File: src/mmad_pkg.sv
// package of constants for the memory map address decoder
package mmad_pkg;
  // ********
  // address widths
  // ********
  localparam int ADDR_W      = 24;
  localparam int OFFSET_W    = 16;
  localparam int PAGE_W      = 8;
  localparam int IO_ADDR_W   = 18;
  localparam int IO_IMM_W    = 10;
  localparam int NUM_BANKS   = 4;
  localparam int BOOT_ROM_W  = 10;

  // ********
  // fixed pages
  // ********
  localparam logic [7:0] INT_PAGE      = 8'h00;
  localparam logic [7:0] BOOT_PAGE     = 8'hff;
  localparam logic [7:0] IO_ONCHIP_TOP = 8'h07;
  localparam logic [7:0] BOOT_PAGES    = 8'hfd;

  // ********
  // reset bank boundaries (upper page of banks 0..2)
  // ********
  localparam logic [7:0] BANK0_LAST_RST = 8'h3f;
  localparam logic [7:0] BANK1_LAST_RST = 8'h7f;
  localparam logic [7:0] BANK2_LAST_RST = 8'hbf;
  localparam logic [7:0] BANK3_LAST     = 8'hfe;

  // ********
  // per space control register fields
  // ********
  localparam int CTL_RWAIT_LSB = 0;
  localparam int CTL_WWAIT_LSB = 3;
  localparam int CTL_WAIT_MODE = 6;
  localparam int CTL_CLKDIV_LSB= 8;
  localparam int CTL_WHOLD     = 11;
  localparam int CTL_POLARITY  = 12;
  localparam int CTL_WIDTH16   = 13;
  localparam logic [15:0] CTL_RST = 16'h2000;
  localparam int NUM_SPACES    = 6;

  // ********
  // axi4-lite map (byte addresses)
  // ********
  localparam logic [7:0] A_DATA_PAGE0 = 8'h00;
  localparam logic [7:0] A_DATA_PAGE1 = 8'h04;
  localparam logic [7:0] A_JUMP_PAGE  = 8'h08;
  localparam logic [7:0] A_IO_PAGE    = 8'h0c;
  localparam logic [7:0] A_BOUND      = 8'h10;
  localparam logic [7:0] A_STATUS     = 8'h14;
  localparam logic [7:0] A_CTL_BASE   = 8'h20;
  localparam logic [1:0] RESP_OK      = 2'b00;
  localparam logic [1:0] RESP_SLVERR  = 2'b10;

  // ********
  // request sources
  // ********
  typedef enum logic [2:0] {
    SRC_CORE = 3'b001,
    SRC_DMA  = 3'b010,
    SRC_HOST = 3'b100
  } mmad_src_t;
endpackage : mmad_pkg

File: src/mmad_space_decode.sv
// combinational decode of one 24-bit address into its memory space
`timescale 1ns/100ps
module mmad_space_decode (
  input  wire logic [23:0] addr,
  input  wire logic        io_space,
  input  wire logic        boot_space,
  input  wire logic [7:0]  bank0_last,
  input  wire logic [7:0]  bank1_last,
  input  wire logic [7:0]  bank2_last,
  output logic             internal_hit,
  output logic [3:0]       bank_hit,
  output logic             io_ext_hit,
  output logic             boot_hit
);
  logic [7:0] page;
  logic       rom_hit;

  // ********
  // page compare against boundaries
  // ********
  always_comb begin
    page         = addr[23:16];
    rom_hit      = (page == mmad_pkg::BOOT_PAGE) && (addr[15:10] == 6'h00);
    internal_hit = 1'b0;
    bank_hit     = 4'h0;
    io_ext_hit   = 1'b0;
    boot_hit     = 1'b0;
    if (io_space) begin
      // io pages 0..7 on-chip, rest to io select
      if (addr[17:10] > mmad_pkg::IO_ONCHIP_TOP) begin
        io_ext_hit = 1'b1;
      end else begin
        internal_hit = 1'b1;
      end
    end else if (boot_space) begin
      // boot space pages 1..253 off chip
      if (page != mmad_pkg::INT_PAGE && page <= mmad_pkg::BOOT_PAGES) begin
        boot_hit = 1'b1;
      end else begin
        internal_hit = 1'b1;
      end
    end else if (page == mmad_pkg::INT_PAGE || rom_hit) begin
      internal_hit = 1'b1;
    end else if (page <= bank0_last) begin
      bank_hit = 4'h1;
    end else if (page <= bank1_last) begin
      bank_hit = 4'h2;
    end else if (page <= bank2_last) begin
      bank_hit = 4'h4;
    end else if (page <= mmad_pkg::BANK3_LAST) begin
      bank_hit = 4'h8;
    end else begin
      bank_hit = 4'h8; // upper page 255 above rom
    end
  end
endmodule : mmad_space_decode

File: src/mmad_addr_gen.sv
// address generation for data, program and io accesses
`timescale 1ns/100ps
module mmad_addr_gen (
  input  wire logic [15:0] dag0_index,
  input  wire logic [15:0] dag1_index,
  input  wire logic [7:0]  data_page0,
  input  wire logic [7:0]  data_page1,
  input  wire logic [23:0] program_counter,
  input  wire logic [15:0] rel_offset,
  input  wire logic [23:0] direct_addr,
  input  wire logic [15:0] indirect_reg,
  input  wire logic [7:0]  jump_page_reg,
  input  wire logic [1:0]  branch_kind,
  input  wire logic [7:0]  io_page_reg,
  input  wire logic [9:0]  io_imm,
  output logic [23:0]      dag0_addr,
  output logic [23:0]      dag1_addr,
  output logic [23:0]      branch_addr,
  output logic [17:0]      io_addr
);
  // ********
  // page plus offset concatenation
  // ********
  function automatic logic [23:0] paged(input logic [7:0] pg, input logic [15:0] off);
    paged = {pg, off};
  endfunction : paged

  always_comb begin
    dag0_addr = paged(data_page0, dag0_index);
    dag1_addr = paged(data_page1, dag1_index);
    io_addr   = {io_page_reg, io_imm};
    unique case (branch_kind)
      2'd0:    branch_addr = program_counter + {{8{rel_offset[15]}}, rel_offset};
      2'd1:    branch_addr = direct_addr;
      2'd2:    branch_addr = paged(jump_page_reg, indirect_reg);
      default: branch_addr = program_counter;
    endcase
  end
endmodule : mmad_addr_gen

File: src/mmad_top.sv
// top of the memory map address decoder with axi4-lite registers
// Summary of operation
// one 16M-word space reached over separate 24-bit program and data buses
// data address is data page register over the 16-bit index
// relative branches add to program counter; direct branches use 24-bit immediate
// indirect branches take upper eight bits from the jump page register
// 1K boot rom on page 255; boot modes start at that rom
// each off-chip space has its own access control register
// external port width selectable 8 or 16 bits for all spaces
// bank boundaries reset to 1-63, 64-127, 128-191, 192-254, then writable
// upper eight address bits compared to boundaries select one bank
// io space 256K; lowest 8K on-chip, rest off-chip with io select
// io address is io page register over 10-bit immediate
// io space reachable by core and by host port
// boot space is one 253-page off-chip bank with own select
// host internal access takes one cycle; external host access never stalls core
// dma takes single cycles, never owns the bus
// four 16K internal blocks fill page 0, never off-chip
// io pages are 1K; pages 0-7 on-chip
// at most one select active; none for page 0 or boot rom
//
// Added by the designer: the AXI4-Lite register port and the placing of the registers.
`timescale 1ns/100ps
module mmad_top (
  input  wire logic        aclk,
  input  wire logic        aresetn,
  // axi4-lite slave
  input  wire logic [7:0]  s_axi_awaddr,
  input  wire logic        s_axi_awvalid,
  output logic             s_axi_awready,
  input  wire logic [31:0] s_axi_wdata,
  input  wire logic [3:0]  s_axi_wstrb,
  input  wire logic        s_axi_wvalid,
  output logic             s_axi_wready,
  output logic [1:0]       s_axi_bresp,
  output logic             s_axi_bvalid,
  input  wire logic        s_axi_bready,
  input  wire logic [7:0]  s_axi_araddr,
  input  wire logic        s_axi_arvalid,
  output logic             s_axi_arready,
  output logic [31:0]      s_axi_rdata,
  output logic [1:0]       s_axi_rresp,
  output logic             s_axi_rvalid,
  input  wire logic        s_axi_rready,
  // core data address generators
  input  wire logic [15:0] dag0_index,
  input  wire logic [15:0] dag1_index,
  input  wire logic        dag_sel,
  input  wire logic        core_data_req,
  // sequencer
  input  wire logic [23:0] program_counter,
  input  wire logic [15:0] rel_offset,
  input  wire logic [23:0] direct_addr,
  input  wire logic [15:0] indirect_reg,
  input  wire logic [1:0]  branch_kind,
  input  wire logic        core_fetch_req,
  // core io and boot accesses
  input  wire logic [9:0]  io_imm,
  input  wire logic        core_io_req,
  input  wire logic        boot_access,
  input  wire logic        boot_mode_rom,
  // dma and host
  input  wire logic        dma_req,
  input  wire logic [23:0] dma_addr,
  input  wire logic        dma_boot,
  input  wire logic        host_req,
  input  wire logic [23:0] host_addr,
  input  wire logic        host_io,
  input  wire logic        host_boot,
  // results
  output logic [23:0]      program_addr_bus,
  output logic [23:0]      data_addr_bus,
  output logic [23:0]      ext_addr,
  output logic             ext_internal,
  output logic [3:0]       bank_select_n,
  output logic             io_space_select,
  output logic             boot_space_select,
  output logic             ext_width16,
  output logic [15:0]      ext_ctl,
  output logic [23:0]      reset_vector,
  output logic             core_stall,
  output logic             dma_grant,
  output logic             host_grant
);
  // ********
  // register state
  // ********
  logic [7:0]  data_page0, next_data_page0;
  logic [7:0]  data_page1, next_data_page1;
  logic [7:0]  jump_page_reg, next_jump_page_reg;
  logic [7:0]  io_page_reg, next_io_page_reg;
  logic [7:0]  bank0_last, next_bank0_last;
  logic [7:0]  bank1_last, next_bank1_last;
  logic [7:0]  bank2_last, next_bank2_last;
  logic [15:0] space_ctl [mmad_pkg::NUM_SPACES];
  logic [15:0] next_space_ctl [mmad_pkg::NUM_SPACES];
  logic        aw_held, next_aw_held;
  logic [7:0]  aw_addr, next_aw_addr;
  logic        w_held, next_w_held;
  logic [31:0] w_data, next_w_data;
  logic        bvalid, next_bvalid;
  logic [1:0]  bresp, next_bresp;
  logic        rvalid, next_rvalid;
  logic [1:0]  rresp, next_rresp;
  logic [31:0] rdata, next_rdata;
  // access state
  logic [23:0] pa_q, next_pa_q;
  logic [23:0] da_q, next_da_q;
  logic [23:0] ea_q, next_ea_q;
  logic        int_q, next_int_q;
  logic [3:0]  bank_q, next_bank_q;
  logic        io_q, next_io_q;
  logic        boot_q, next_boot_q;
  logic [15:0] ctl_q, next_ctl_q;
  logic        stall_q, next_stall_q;
  logic        dgnt_q, next_dgnt_q;
  logic        hgnt_q, next_hgnt_q;
  logic [23:0] rv_q, next_rv_q;
  logic [23:0] dag0_addr, dag1_addr, branch_addr;
  logic [17:0] io_addr;
  logic [23:0] sel_addr;
  logic        sel_io, sel_boot;
  logic        d_int;
  logic [3:0]  d_bank;
  logic        d_io, d_boot;
  logic [2:0]  space_idx;
  logic        do_write;
  logic [7:0]  wr_addr;
  logic [31:0] status_word;
  // ********
  // address generators
  // ********
  mmad_addr_gen u_gen (
    .dag0_index      (dag0_index),
    .dag1_index      (dag1_index),
    .data_page0      (data_page0),
    .data_page1      (data_page1),
    .program_counter (program_counter),
    .rel_offset      (rel_offset),
    .direct_addr     (direct_addr),
    .indirect_reg    (indirect_reg),
    .jump_page_reg   (jump_page_reg),
    .branch_kind     (branch_kind),
    .io_page_reg     (io_page_reg),
    .io_imm          (io_imm),
    .dag0_addr       (dag0_addr),
    .dag1_addr       (dag1_addr),
    .branch_addr     (branch_addr),
    .io_addr         (io_addr)
  );
  // ********
  // source priority: core, then stolen cycles
  // ********
  always_comb begin
    sel_addr = 24'h000000;
    sel_io   = 1'b0;
    sel_boot = 1'b0;
    if (core_io_req) begin
      sel_addr = {6'h00, io_addr};
      sel_io   = 1'b1;
    end else if (core_data_req) begin
      sel_addr = dag_sel ? dag1_addr : dag0_addr;
      sel_boot = boot_access;
    end else if (dma_req) begin
      sel_addr = dma_addr;
      sel_boot = dma_boot;
    end else if (host_req) begin
      sel_addr = host_addr;
      sel_io   = host_io;
      sel_boot = host_boot;
    end
  end

  mmad_space_decode u_dec (
    .addr         (sel_addr),
    .io_space     (sel_io),
    .boot_space   (sel_boot),
    .bank0_last   (bank0_last),
    .bank1_last   (bank1_last),
    .bank2_last   (bank2_last),
    .internal_hit (d_int),
    .bank_hit     (d_bank),
    .io_ext_hit   (d_io),
    .boot_hit     (d_boot)
  );

  // ********
  // access outputs next values
  // ********
  always_comb begin
    space_idx    = 3'd0;
    for (int i = 0; i < mmad_pkg::NUM_BANKS; i++) begin
      if (d_bank[i]) space_idx = 3'(i);
    end
    if (d_io) space_idx = 3'd4;
    if (d_boot) space_idx = 3'd5;
    next_pa_q    = core_fetch_req ? branch_addr : pa_q;
    next_da_q    = core_data_req ? (dag_sel ? dag1_addr : dag0_addr) : da_q;
    next_ea_q    = sel_addr;
    next_int_q   = d_int;
    next_bank_q  = d_bank;
    next_io_q    = d_io;
    next_boot_q  = d_boot;
    next_ctl_q   = space_ctl[space_idx];
    // host steals one cycle for an internal access to page 0
    next_stall_q = host_req && !host_io && !host_boot && d_int && !core_io_req
                   && (host_addr[23:16] == mmad_pkg::INT_PAGE) && !core_data_req && !dma_req;
    next_dgnt_q  = dma_req && !core_io_req && !core_data_req;
    next_hgnt_q  = host_req && !core_io_req && !core_data_req && !dma_req;
    next_rv_q    = boot_mode_rom ? {mmad_pkg::BOOT_PAGE, 16'h0000} : 24'h000000;
  end

  // ********
  // axi write and read next values
  // ********
  always_comb begin
    {next_aw_held, next_aw_addr, next_w_held, next_w_data, next_bvalid, next_bresp} =
      {aw_held, aw_addr, w_held, w_data, bvalid, bresp};
    {next_rvalid, next_rresp, next_rdata} = {rvalid, rresp, rdata};
    {next_data_page0, next_data_page1, next_jump_page_reg, next_io_page_reg} =
      {data_page0, data_page1, jump_page_reg, io_page_reg};
    {next_bank0_last, next_bank1_last, next_bank2_last} = {bank0_last, bank1_last, bank2_last};
    for (int i = 0; i < mmad_pkg::NUM_SPACES; i++) next_space_ctl[i] = space_ctl[i];
    if (s_axi_awvalid && s_axi_awready) begin
      next_aw_held = 1'b1;
      next_aw_addr = s_axi_awaddr;
    end
    if (s_axi_wvalid && s_axi_wready) begin
      next_w_held = 1'b1;
      next_w_data = s_axi_wdata;
    end
    do_write = aw_held && w_held && !bvalid;
    wr_addr  = aw_addr;
    if (do_write) begin
      next_aw_held = 1'b0;
      next_w_held  = 1'b0;
      next_bvalid  = 1'b1;
      next_bresp   = mmad_pkg::RESP_OK;
      if (s_axi_wstrb[0]) begin
        unique case (wr_addr)
          mmad_pkg::A_DATA_PAGE0: next_data_page0 = w_data[7:0];
          mmad_pkg::A_DATA_PAGE1: next_data_page1 = w_data[7:0];
          mmad_pkg::A_JUMP_PAGE:  next_jump_page_reg = w_data[7:0];
          mmad_pkg::A_IO_PAGE:    next_io_page_reg = w_data[7:0];
          mmad_pkg::A_BOUND: begin
            next_bank0_last = w_data[7:0];
            next_bank1_last = w_data[15:8];
            next_bank2_last = w_data[23:16];
          end
          default: ;
        endcase
      end
      if (wr_addr >= mmad_pkg::A_CTL_BASE && wr_addr < mmad_pkg::A_CTL_BASE + 8'h18) begin
        next_space_ctl[3'((wr_addr - mmad_pkg::A_CTL_BASE) >> 2)] = w_data[15:0];
      end else if (wr_addr > mmad_pkg::A_STATUS || wr_addr[1:0] != 2'b00) begin
        next_bresp = mmad_pkg::RESP_SLVERR;
      end
    end
    if (bvalid && s_axi_bready) next_bvalid = 1'b0;
    status_word = {20'h00000, boot_q, io_q, int_q, stall_q, bank_q, 4'h0};
    if (s_axi_arvalid && s_axi_arready) begin
      next_rvalid = 1'b1;
      next_rresp  = mmad_pkg::RESP_OK;
      next_rdata  = 32'h00000000;
      unique case (s_axi_araddr)
        mmad_pkg::A_DATA_PAGE0: next_rdata = {24'h000000, data_page0};
        mmad_pkg::A_DATA_PAGE1: next_rdata = {24'h000000, data_page1};
        mmad_pkg::A_JUMP_PAGE:  next_rdata = {24'h000000, jump_page_reg};
        mmad_pkg::A_IO_PAGE:    next_rdata = {24'h000000, io_page_reg};
        mmad_pkg::A_BOUND:      next_rdata = {8'h00, bank2_last, bank1_last, bank0_last};
        mmad_pkg::A_STATUS:     next_rdata = status_word;
        default: begin
          if (s_axi_araddr >= mmad_pkg::A_CTL_BASE && s_axi_araddr < mmad_pkg::A_CTL_BASE + 8'h18
              && s_axi_araddr[1:0] == 2'b00) begin
            next_rdata = {16'h0000, space_ctl[3'((s_axi_araddr - mmad_pkg::A_CTL_BASE) >> 2)]};
          end else begin
            next_rresp = mmad_pkg::RESP_SLVERR;
          end
        end
      endcase
    end else if (rvalid && s_axi_rready) begin
      next_rvalid = 1'b0;
    end
  end

  // ********
  // registers
  // ********
  always_ff @(posedge aclk) begin
    if (!aresetn) begin
      {data_page0, data_page1, jump_page_reg, io_page_reg} <= '0;
      bank0_last <= mmad_pkg::BANK0_LAST_RST;
      bank1_last <= mmad_pkg::BANK1_LAST_RST;
      bank2_last <= mmad_pkg::BANK2_LAST_RST;
      for (int i = 0; i < mmad_pkg::NUM_SPACES; i++) space_ctl[i] <= mmad_pkg::CTL_RST;
      {aw_held, aw_addr, w_held, w_data, bvalid, bresp, rvalid, rresp, rdata} <= '0;
      {pa_q, da_q, ea_q, bank_q, io_q, boot_q, stall_q, dgnt_q, hgnt_q, rv_q} <= '0;
      int_q <= 1'b1;
      ctl_q <= mmad_pkg::CTL_RST;
    end else begin
      {data_page0, data_page1, jump_page_reg, io_page_reg} <=
        {next_data_page0, next_data_page1, next_jump_page_reg, next_io_page_reg};
      {bank0_last, bank1_last, bank2_last} <= {next_bank0_last, next_bank1_last, next_bank2_last};
      for (int i = 0; i < mmad_pkg::NUM_SPACES; i++) space_ctl[i] <= next_space_ctl[i];
      {aw_held, aw_addr, w_held, w_data, bvalid, bresp} <=
        {next_aw_held, next_aw_addr, next_w_held, next_w_data, next_bvalid, next_bresp};
      {rvalid, rresp, rdata} <= {next_rvalid, next_rresp, next_rdata};
      {pa_q, da_q, ea_q, int_q, bank_q, io_q} <=
        {next_pa_q, next_da_q, next_ea_q, next_int_q, next_bank_q, next_io_q};
      {boot_q, ctl_q, stall_q, rv_q} <= {next_boot_q, next_ctl_q, next_stall_q, next_rv_q};
      {dgnt_q, hgnt_q} <= {next_dgnt_q, next_hgnt_q};
    end
  end

  // ********
  // output drive
  // ********
  assign s_axi_awready     = !aw_held;
  assign s_axi_wready      = !w_held;
  assign s_axi_bvalid      = bvalid;
  assign s_axi_bresp       = bresp;
  assign s_axi_arready     = !rvalid;
  assign s_axi_rvalid      = rvalid;
  assign s_axi_rresp       = rresp;
  assign s_axi_rdata       = rdata;
  assign program_addr_bus  = pa_q;
  assign data_addr_bus     = da_q;
  assign ext_addr          = ea_q;
  assign ext_internal      = int_q;
  assign bank_select_n     = ~bank_q;
  assign io_space_select   = io_q;
  assign boot_space_select = boot_q;
  assign ext_ctl           = ctl_q;
  assign ext_width16       = ctl_q[mmad_pkg::CTL_WIDTH16];
  assign core_stall        = stall_q;
  assign dma_grant         = dgnt_q;
  assign host_grant        = hgnt_q;
  assign reset_vector      = rv_q;
endmodule : mmad_top

File: config.mk
export PLATFORM = sky130hd
export DESIGN_NAME = mmad_top
export DESIGN_NICKNAME = d
export VERILOG_FILES = /design/src/mmad_pkg.sv /design/src/mmad_space_decode.sv /design/src/mmad_addr_gen.sv /design/src/mmad_top.sv
export SDC_FILE = /design/constraint.sdc
export NUM_CORES = 1
export LEC_CHECK = 0
export ABC_AREA = 1
export BUFFER_PORTS_ARGS = -buffer_cell sky130_fd_sc_hd__buf_2
export CAP_MARGIN = 20
export CORE_AREA = 3 3 261 238
export CTS_CLUSTER_DIAMETER = 100
export CTS_CLUSTER_SIZE = 14
export DETAILED_ROUTE_END_ITERATION = 16
export DIE_AREA = 0 0 264 241
export PLACE_DENSITY = 0.47
export SLEW_MARGIN = 10
export SYNTH_ARGS = -nofsm -noshare
export SYNTH_HDL_FRONTEND = slang
export SYNTH_HIERARCHICAL = 1
export SYNTH_SLANG_ARGS = --single-unit
export TNS_END_PERCENT = 100
File: constraint.sdc
create_clock -name aclk -period 5.9 [get_ports aclk]
set_clock_uncertainty 0.15 [all_clocks]
set_input_delay 0.295 -clock aclk [delete_from_list [all_inputs] [get_ports aclk]]
set_output_delay 0.295 -clock aclk [all_outputs]
set_load 0.005 [all_outputs]
==> metrics.csv, run 1 <==
stage,metric,value,unit
timing,slew_violations,0,
worst_setup_path,path_max_fanout,26,
floorplanning,core,59600,um2
place,gp_congestion,0.856,
yosys,synth_fa_ha_area_share,3.41,%
power,comb_power_share,19.2,%
yosys,ys_types,47,
timing,rsz0062_at_grt,false,
yosys,yosysTopAreaCell,dfxtp_1,
timing,max_freq,219,MHz
power,p_switching,1.46,mW
timing,setup_violations,0,
yosys,syn-mean-instance-area,6.48,um2
yosys,yosys-top-cells-area,"dfxtp_1 35%, nand2_1 13%, nor2_1 7.4%",
timing,min_period,4.56,ns
power,clkPwrFrac,34.2,%
clocking,cts_tree,done,
clocking,numCtsBuffers,26,
routing,drt-vias-per-instance,4.83,
timing,finalCritPeriodShare,77.4,%
routing,routed_wl,68.1,mm
yosys,synth_edf_count,0,
yosys,synth_xor_area_share,0.0492,%
run_status,status,"finished, final reports clean",
routing,ant_nets,0,
yosys,ys_ff_latch,313,
clocking,cts_sinks,313,
worst_hold_path,min-delay-path-class,in -> reg,
routing,firstDrtPassIters,7,
place,dp_slack,1.33,ns
timing,layout_setup_ws,1.34,ns
yosys,yosysWarnings,6,
floorplanning,die_w,264,um
place,io_buffers,368,
grt,grt_pass1_wl,103,mm
yosys,synth_top_area_share,35.2,%
clocking,cts_max_level,1,
flow_run,cap_violations,0,
power,internal_power,3.40,mW
floorplanning,die_area,63600,um2
yosys,synthCells,2749,
power,leakage,10.6,nW
routing,drt-wirelength-per-cell,17.5,um
timing,hold_viol_final,0,
clocking,clk_pin_slew_worst_paths,0.07,ns
timing,relSlewSlack,24.7,%
yosys,yosysSeqAreaShare,35.2,%
routing,drc,0,
clocking,clockRootBuffer,clkbuf_16,
yosys,synth_area,17800,um2
grt,grt_max_degree,74,
grt,grt_pass1_vias,17800,
clocking,cts_resized,0,
yosys,synth_top_family_by_area,simple AND/OR/NAND/NOR gates,
worst_setup_path,path_class,in -> reg,
finish,area_growth,21.4,%
finish,largest_reg_flops,96,
floorplanning,ioPinCount,406,
yosys,synthFlopType,dfxtp_1,
routing,drtIter0Drc,1330,
timing,tns,0,ns
worst_setup_path,startpoint_type,input pin,
power,ir_worst_vdd,0.201,mV
grt,antenna_found_initial,0,
finish,n_antenna_cell,0,
worst_setup_path,arrival,4.88,ns
power,switching_share,30.0,%
floorplanning,die_h,241,um
finish,nets,3385,
clocking,clk_latency,0.57,ns
floorplanning,start_util,29.9,%
routing,vias,18700,
worst_setup_path,end_kind,register,
grt,track_usage,20.3,%
power,pwr-share-seq,46.6,%
worst_setup_path,r2r-start,data_page1[5],
worst_hold_path,hp-start,dag1_index[12],
yosys,synth_compound_area_share,16.4,%
place,dpl.hpwl,48.9,mm
timing,tightestPinTransition,1.13,ns
yosys,async_flop_share,0,%
grt,overflow,0,
finish,drive_above_1_share,15.7,%
worst_setup_path,crit_start,dma_req,
worst_setup_path,critPathRequiredTime,6.22,ns
floorplanning,placementRows,85,
finish,top_register,space_ctl,
yosys,yosys.area_share.simple,30.2,%
clocking,cts_buffer_depth,3,
yosys,synth_mux_area_share,0,%
power,power.density,225,nW/um2
[stage by stage]
| stage | utilization (%) | hold slack (ns) | cell area (um2) | power (mW) | std cells |
|---|---|---|---|---|---|
| 5_1_grt | 36.3 | 0.0231 | 21600 | 5.11 | 3880 |
| 3_5_place_dp | 32.9 | 0.300 | 19600 | 3.16 | 3719 |
| 3_3_place_gp | 32.9 | 0.290 | 19600 | 3.15 | 3718 |
| 4_1_cts | 36.3 | 0.000577 | 21600 | 4.91 | 3880 |
| 2_1_floorplan | - | 0.243 | 17900 | 2.83 | 2774 |
| 6_report | 36.3 | 0.0213 | 21600 | 4.86 | 3880 |
[synthesized netlist by cell type (11+ instances only)]
library cell and instances:
inv_1 325, a21oi_1 226, o211ai_1 13, nand3_1 189, nand4_1 30, nand2_1 602
buf_2 42, a31oi_1 19, dfxtp_1 313, inv_2 15, clkbuf_1 73, nor2_1 351
and2_1 20, a22o_1 11, o21ai_0 249, ha_1 47, buf_4 106, nor3_1 14
[layout by cell type (no fill, tap or decap), drive strengths merged, types with 2 or more instances in the layout]
| master | count |
|---|---|
| nor2 | 371 |
| nor3 | 16 |
| nand2 | 612 |
| a21o | 7 |
| nand3b | 10 |
| nand4 | 32 |
| inv | 339 |
| a211oi | 5 |
| conb | 26 |
| o21a | 3 |
| nand3 | 192 |
| a21oi | 227 |
| or2 | 9 |
| ha | 47 |
| o2111ai | 2 |
| o211ai | 13 |
| a221oi | 6 |
| clkbuf | 27 |
| a31oi | 19 |
| and2 | 20 |
| a22o | 11 |
| o21ai | 251 |
| nor4 | 2 |
| clkinv | 3 |
| dfxtp | 313 |
| dlygate4sd3 | 131 |
| buf | 397 |
[critical path, stage by stage]
cell and delay [ns]:
dlygate4sd3_1 0.53, buf_2 0.12, inv_1 0.09, nand2_1 0.13
nor2_4 0.56, a221oi_1 0.24, nor2_1 0.59, ha_1 0.38
a21o_1 0.19, a21oi_1 0.12, nand2_1 0.07, nand2_1 0.09
nand3_1 0.08, nor2_1 0.25, inv_1 0.07, nand2_1 0.06
nand2_1 0.04, nand2_1 0.09, nand2_1 0.08, inv_2 0.40
nand2_1 0.09, nand3_1 0.08, nand3_1 0.09, nand2_1 0.09
inv_1 0.04
[final cells by class]
cell class / count / area, um2
Clock buffer: 27 / 664
Multi-Input combinational cell: 1886 / 9010
Timing Repair Buffer: 528 / 3380
Inverter: 340 / 1280
Sequential cell: 313 / 6270
Tap cell: 783 / 980
Fill cell: 6521 / 37900
Clock inverter: 3 / 51.3
[layer usage]
metal / global-route usage, % / part of all wire [%]
met5: 0 / 0
met3: 3.05 / 6.1
met1: 28.5 / 47
met2: 33.1 / 45
met4: 3.95 / 1.8
[timing repair]
item	in CTS	in global routing
hold buffers	131	0
setup buffers	0	0
endpoints found under the hold margin	98	0
[logic make-up (layout without fill, tap and decap cells)]
logic type / after synthesis / count (layout)
AOI/OAI and AO/OA: 546 / 546
xor gates and xnor gates: 1 / 1
and+or+nand+nor: 1265 / 1265
adders and majority gates: 48 / 48
DFF: 313 / 313
other: 1 / 26
buffers and inverters: 575 / 898
[worst paths after layout]
path | endpoint | slack (ns) | cells past startpoint
setup reg to reg | ext_ctl[10] | 1.98 | 22
hold reg to reg | data_addr_bus[1] | 0.31 | 2
setup / recovery | ext_ctl[10] | 1.34 | 25
hold / removal | data_addr_bus[12] | 0.02 | 3
[power groups by stage]
stage	clock, mW	sequential, mW	combinational (mW)
3_5_place_dp	0	2.31	0.845
6_report	1.66	2.26	0.933
2_1_floorplan	0	2.28	0.547
3_3_place_gp	0	2.31	0.837
5_1_grt	1.79	2.27	1.04
4_1_cts	1.72	2.26	0.930
(Power assumes the default switching activity.)
==> inputs of run 2 (changes only) <==
--- a/config.mk
+++ b/config.mk
@@ -5,15 +5,15 @@
 export SDC_FILE = /design/constraint.sdc
 export NUM_CORES = 1
 export LEC_CHECK = 0
-export ABC_AREA = 1
+export ABC_AREA = 0
 export BUFFER_PORTS_ARGS = -buffer_cell sky130_fd_sc_hd__buf_2
 export CAP_MARGIN = 20
-export CORE_AREA = 3 3 261 238
+export CORE_AREA = 3 3 259 235
 export CTS_CLUSTER_DIAMETER = 100
 export CTS_CLUSTER_SIZE = 14
 export DETAILED_ROUTE_END_ITERATION = 16
-export DIE_AREA = 0 0 264 241
-export PLACE_DENSITY = 0.47
+export DIE_AREA = 0 0 262 238
+export PLACE_DENSITY = 0.49
 export SLEW_MARGIN = 10
 export SYNTH_ARGS = -nofsm -noshare
 export SYNTH_HDL_FRONTEND = slang
==> constraint.sdc (replaced) <==
create_clock -name aclk -period 4.1 [get_ports aclk]
set_clock_uncertainty 0.15 [all_clocks]
set_input_delay 0.205 -clock aclk [delete_from_list [all_inputs] [get_ports aclk]]
set_output_delay 0.205 -clock aclk [all_outputs]
set_load 0.005 [all_outputs]
==> run 2 against run 1 <==
Compared with the run above: non-clock buffer count up 56; routed wire length down 1.6%; via count decreased by 8.8%; worst hold slack better by 0.0032 ns; final cell count fell by 18%; largest cell class unchanged; highest routed layer unchanged.
==> metrics.csv, run 2 <==
stage,metric,value,unit,change
run_status,status,"finished, final reports clean",,unchanged
finish,largest_reg_flops,96,,unchanged
floorplanning,die_h,238,um,was 241 um
yosys,synth_edf_count,0,,unchanged
worst_setup_path,r2r_setup_slack,0.33,ns,was 1.98 ns
timing,hold_viol_final,0,,unchanged
timing,relSlewSlack,25.1,%,was 24.7%
power,ir_worst_vdd,0.283,mV,was 0.201 mV
clocking,clockRootBuffer,clkbuf_16,,unchanged
worst_setup_path,path_class,in -> reg,,unchanged
yosys,ys_types,77,,was 47
timing,rsz0062_at_grt,false,,unchanged
finish,mostFrequentLayoutCell,buf_2,,was nand2_1
finish,nets,2685,,was 3385
power,power.density,319,nW/um2,was 225 nW/um2
grt,grtUsageMet3,2.56,%,was 3.05%
worst_setup_path,critPathRequiredTime,4.44,ns,was 6.22 ns
place,dp_cells,2990,,was 3719
power,p_switching,1.94,mW,was 1.46 mW
power,switching_share,28.1,%,was 30.0%
timing,tns,0,ns,unchanged
yosys,synth_mux_area_share,12.5,%,was 0%
yosys,synth_most_common_cell,dfxtp_1,,was nand2_1
yosys,synthCells,2052,,was 2749
yosys,synth_commonest_cells,"313 x dfxtp_1, 248 x a21oi_1, 237 x o21ai_0",,"was 602 x nand2_1, 351 x nor2_1, 325 x inv_1"
yosys,yosys.area_share.simple,15.0,%,was 30.2%
yosys,yosysTopAreaCell,dfxtp_1,,unchanged
routing,drtIter0Drc,1368,,was 1330
power,pwr-share-seq,46.9,%,was 46.6%
routing,drt-vias-per-instance,5.37,,was 4.83
grt,grt_max_degree,78,,was 74
grt,grt_pass1_vias,16800,,was 17.8k
grt,antenna_found_initial,8,,was 0
worst_hold_path,min-delay-path-class,in -> reg,,unchanged
timing,tightestPinTransition,1.12,ns,was 1.13 ns
floorplanning,die_w,262,um,was 264 um
power,internal_power,4.96,mW,was 3.40 mW
floorplanning,start_util,29.9,%,about the same
routing,firstDrtPassIters,6,,was 7
timing,setup_violations,0,,unchanged
worst_setup_path,arrival,4.24,ns,was 4.88 ns
timing,min_period,3.90,ns,
grt,gr-usage-met1,26.7,%,was 28.5%
yosys,synth_top_area_share,35.9,%,was 35.2%
worst_setup_path,cp_slowest_cell,dlygate4sd3_1,,was nor2_1
grt,overflow,0,,unchanged
floorplanning,die_area,62400,um2,was 63600 um2
worst_setup_path,slowest_delay,0.52,ns,was 0.59 ns
grt,grt_pass1_wl,100,mm,was 103 mm
timing,finalCritPeriodShare,95.0,%,
yosys,syn-mean-instance-area,8.50,um2,was 6.48 um2
clocking,clk_pin_slew_worst_paths,0.07,ns,about the same
worst_setup_path,end_kind,register,,unchanged
yosys,synth_fa_ha_area_share,3.48,%,was 3.41%
clocking,cts_sinks,313,,unchanged
routing,drc,0,,unchanged
worst_setup_path,crit_chain,"dlygate4sd3_1, buf_2, buf_4, mux2i_1, buf_4, a21oi_1, nor2b_1, buf_4, ha_1, a21oi_1, o21ai_0, o21ai_2, nor3_2, buf_4, buf_4, buf_4, or3b_2, o311ai_0, o211ai_1, a21oi_1",,
yosys,async_flop_share,0,%,unchanged
finish,area_growth,24.1,%,was 21.4%
yosys,synth_area,17500,um2,was 17800 um2
routing,routed_wl,67.0,mm,was 68.1 mm
timing,slew_violations,0,,unchanged
routing,vias,17100,,was 18.7k
floorplanning,core,58400,um2,was 59600 um2
grt,track_usage,20.5,%,was 20.3%
floorplanning,ioPinCount,406,,unchanged
place,dpl.hpwl,45.7,mm,was 48.9 mm
routing,drt-wirelength-per-cell,21.1,um,was 17.5 um
power,leakage,8.78,nW,was 10.6 nW
yosys,yosysWarnings,6,,unchanged
clocking,clk_latency,0.56,ns,was 0.57 ns
yosys,ys_ff_latch,313,,unchanged
routing,ant_nets,0,,unchanged
finish,stdcell_count,3180,,was 3880
worst_setup_path,path_buf_inv,8,,was 6
yosys,yosysSeqAreaShare,35.9,%,was 35.2%
grt,busiest_layer,met2,,unchanged
worst_setup_path,cp_top_family,buffers and inverters,,was simple AND/OR/NAND/NOR gates
power,comb_power_share,18.6,%,was 19.2%
place,io_buffers,368,,unchanged
timing,max_freq,257,MHz,
worst_setup_path,path_max_fanout,16,,was 26
flow_run,cap_violations,0,,unchanged
yosys,synth_xor_area_share,1.00,%,was 0.0492%
yosys,synth_compound_area_share,22.0,%,was 16.4%
finish,top_register,space_ctl,,unchanged
clocking,cts_max_level,1,,unchanged
grt,grt_util_met2,34.0,%,was 33.1%
yosys,synthFlopType,dfxtp_1,,unchanged
clocking,cts_buffer_depth,3,,unchanged
worst_setup_path,path_common_cell,buf_4,,was nand2_1
finish,layout_common_cells,"367 x buf_2, 313 x dfxtp_1, 248 x a21oi_1",,"was 602 x nand2_1, 367 x buf_2, 350 x nor2_1"
floorplanning,placementRows,84,,was 85
yosys,synth_top_family_by_area,compound AO/OA/AOI/OAI gates,,was simple AND/OR/NAND/NOR gates
worst_setup_path,startpoint_type,input pin,,unchanged
clocking,cts_tree,done,,unchanged
power,clkPwrFrac,34.5,%,was 34.2%
place,gp_congestion,0.872,,was 0.856
clocking,numCtsBuffers,26,,unchanged
finish,drive_above_1_share,25.3,%,was 15.7%
yosys,yosys-top-cells-area,"dfxtp_1 36%, a21oi_1 7.1%, o21ai_0 6.8%",,"was dfxtp_1 35%, nand2_1 13%, nor2_1 7.4%"
## run 2: cell types whose count changed after synthesis, moves of 17 or more
cell / delta
a21oi_1: +22
a221oi_1: +24
and2_1: +30
clkbuf_1: +65
inv_1: -284
mux2_2: +44
mux2i_1: +81
mux4_2: +38
nand2_1: -508
nand4_1: -22
nor2_1: -269
nor2b_1: +17
o31ai_1: +19
## run 2: final timing paths
check	to	from	cells after the start
worst min register to register	w_data[22]	w_data[22]	2
worst min-delay path	s_axi_rdata[6]	s_axi_araddr[7]	5
worst max register to register	ext_ctl[3]	data_page0[1]	17
worst max-delay path	ext_ctl[3]	dag_sel	20
## run 2: timing repair
item / 4_1_cts / 5_1_grt
endpoints found under the hold margin: 122 / 0
hold buffers: 149 / 0
gates resized for setup: 0 / 7
endpoints found under the setup margin: 0 / 16
setup buffers: 0 / 1
## run 2: cells by family (layout without fill, tap and decap cells)
kind of cell | after synthesis | in the layout
AOI/OAI and AO/OA | 660 | 660
xor gates and xnor gates | 20 | 20
adders and majority gates | 48 | 48
buffers and inverters | 336 | 657
DFF | 313 | 313
muxes | 165 | 165
other | 1 | 34
and+or+nand+nor | 509 | 509
## run 2: metal layers
layer	routed length, um	share of wire (%)
met1	28500	43
met2	31500	47
met3	3900	5.8
met4	3090	4.6
met5	0	0
## run 2: power groups by stage
stage	registers, mW	logic [mW]	clock network (mW)
3_3_place_gp	3.30	1.11	0
3_5_place_dp	3.30	1.12	0
4_1_cts	3.23	1.28	2.46
6_report	3.23	1.29	2.38
5_1_grt	3.24	1.40	2.55
2_1_floorplan	3.25	0.742	0
## run 2: per-stage QoR
stage          power, mW  instance area [um2]  utilization, %  hold WS (ns)  setup WS (ns)
2_1_floorplan       4.00                17500               -         0.131          0.105
3_3_place_gp        4.41                19400            33.1         0.246          0.118
3_5_place_dp        4.42                19400            33.1         0.246         0.0596
4_1_cts             6.97                21600            36.9      0.000391         0.0570
5_1_grt             7.19                21700            37.1        0.0584        0.00977
6_report            6.90                21700            37.1        0.0245          0.203
## run 2: tightest hold or removal path: cells and delay by family
family	cells	cell delay (ns)
AO/OA/AOI/OAI	2	0.16
buffers and inverters	1	0.07
AND/OR/NAND/NOR	2	0.24
## run 2: area by class of cell
type                    instances  area [um2]
diodes                          8        20.0
clock buffers                  29         683
clock inverters                 2        35.0
fillers                      6075       36800
inverters                      42         163
multi-input cells            1428        9590
flip-flops and latches        313        6270
well taps                     774         968
repair buffers                584        3930
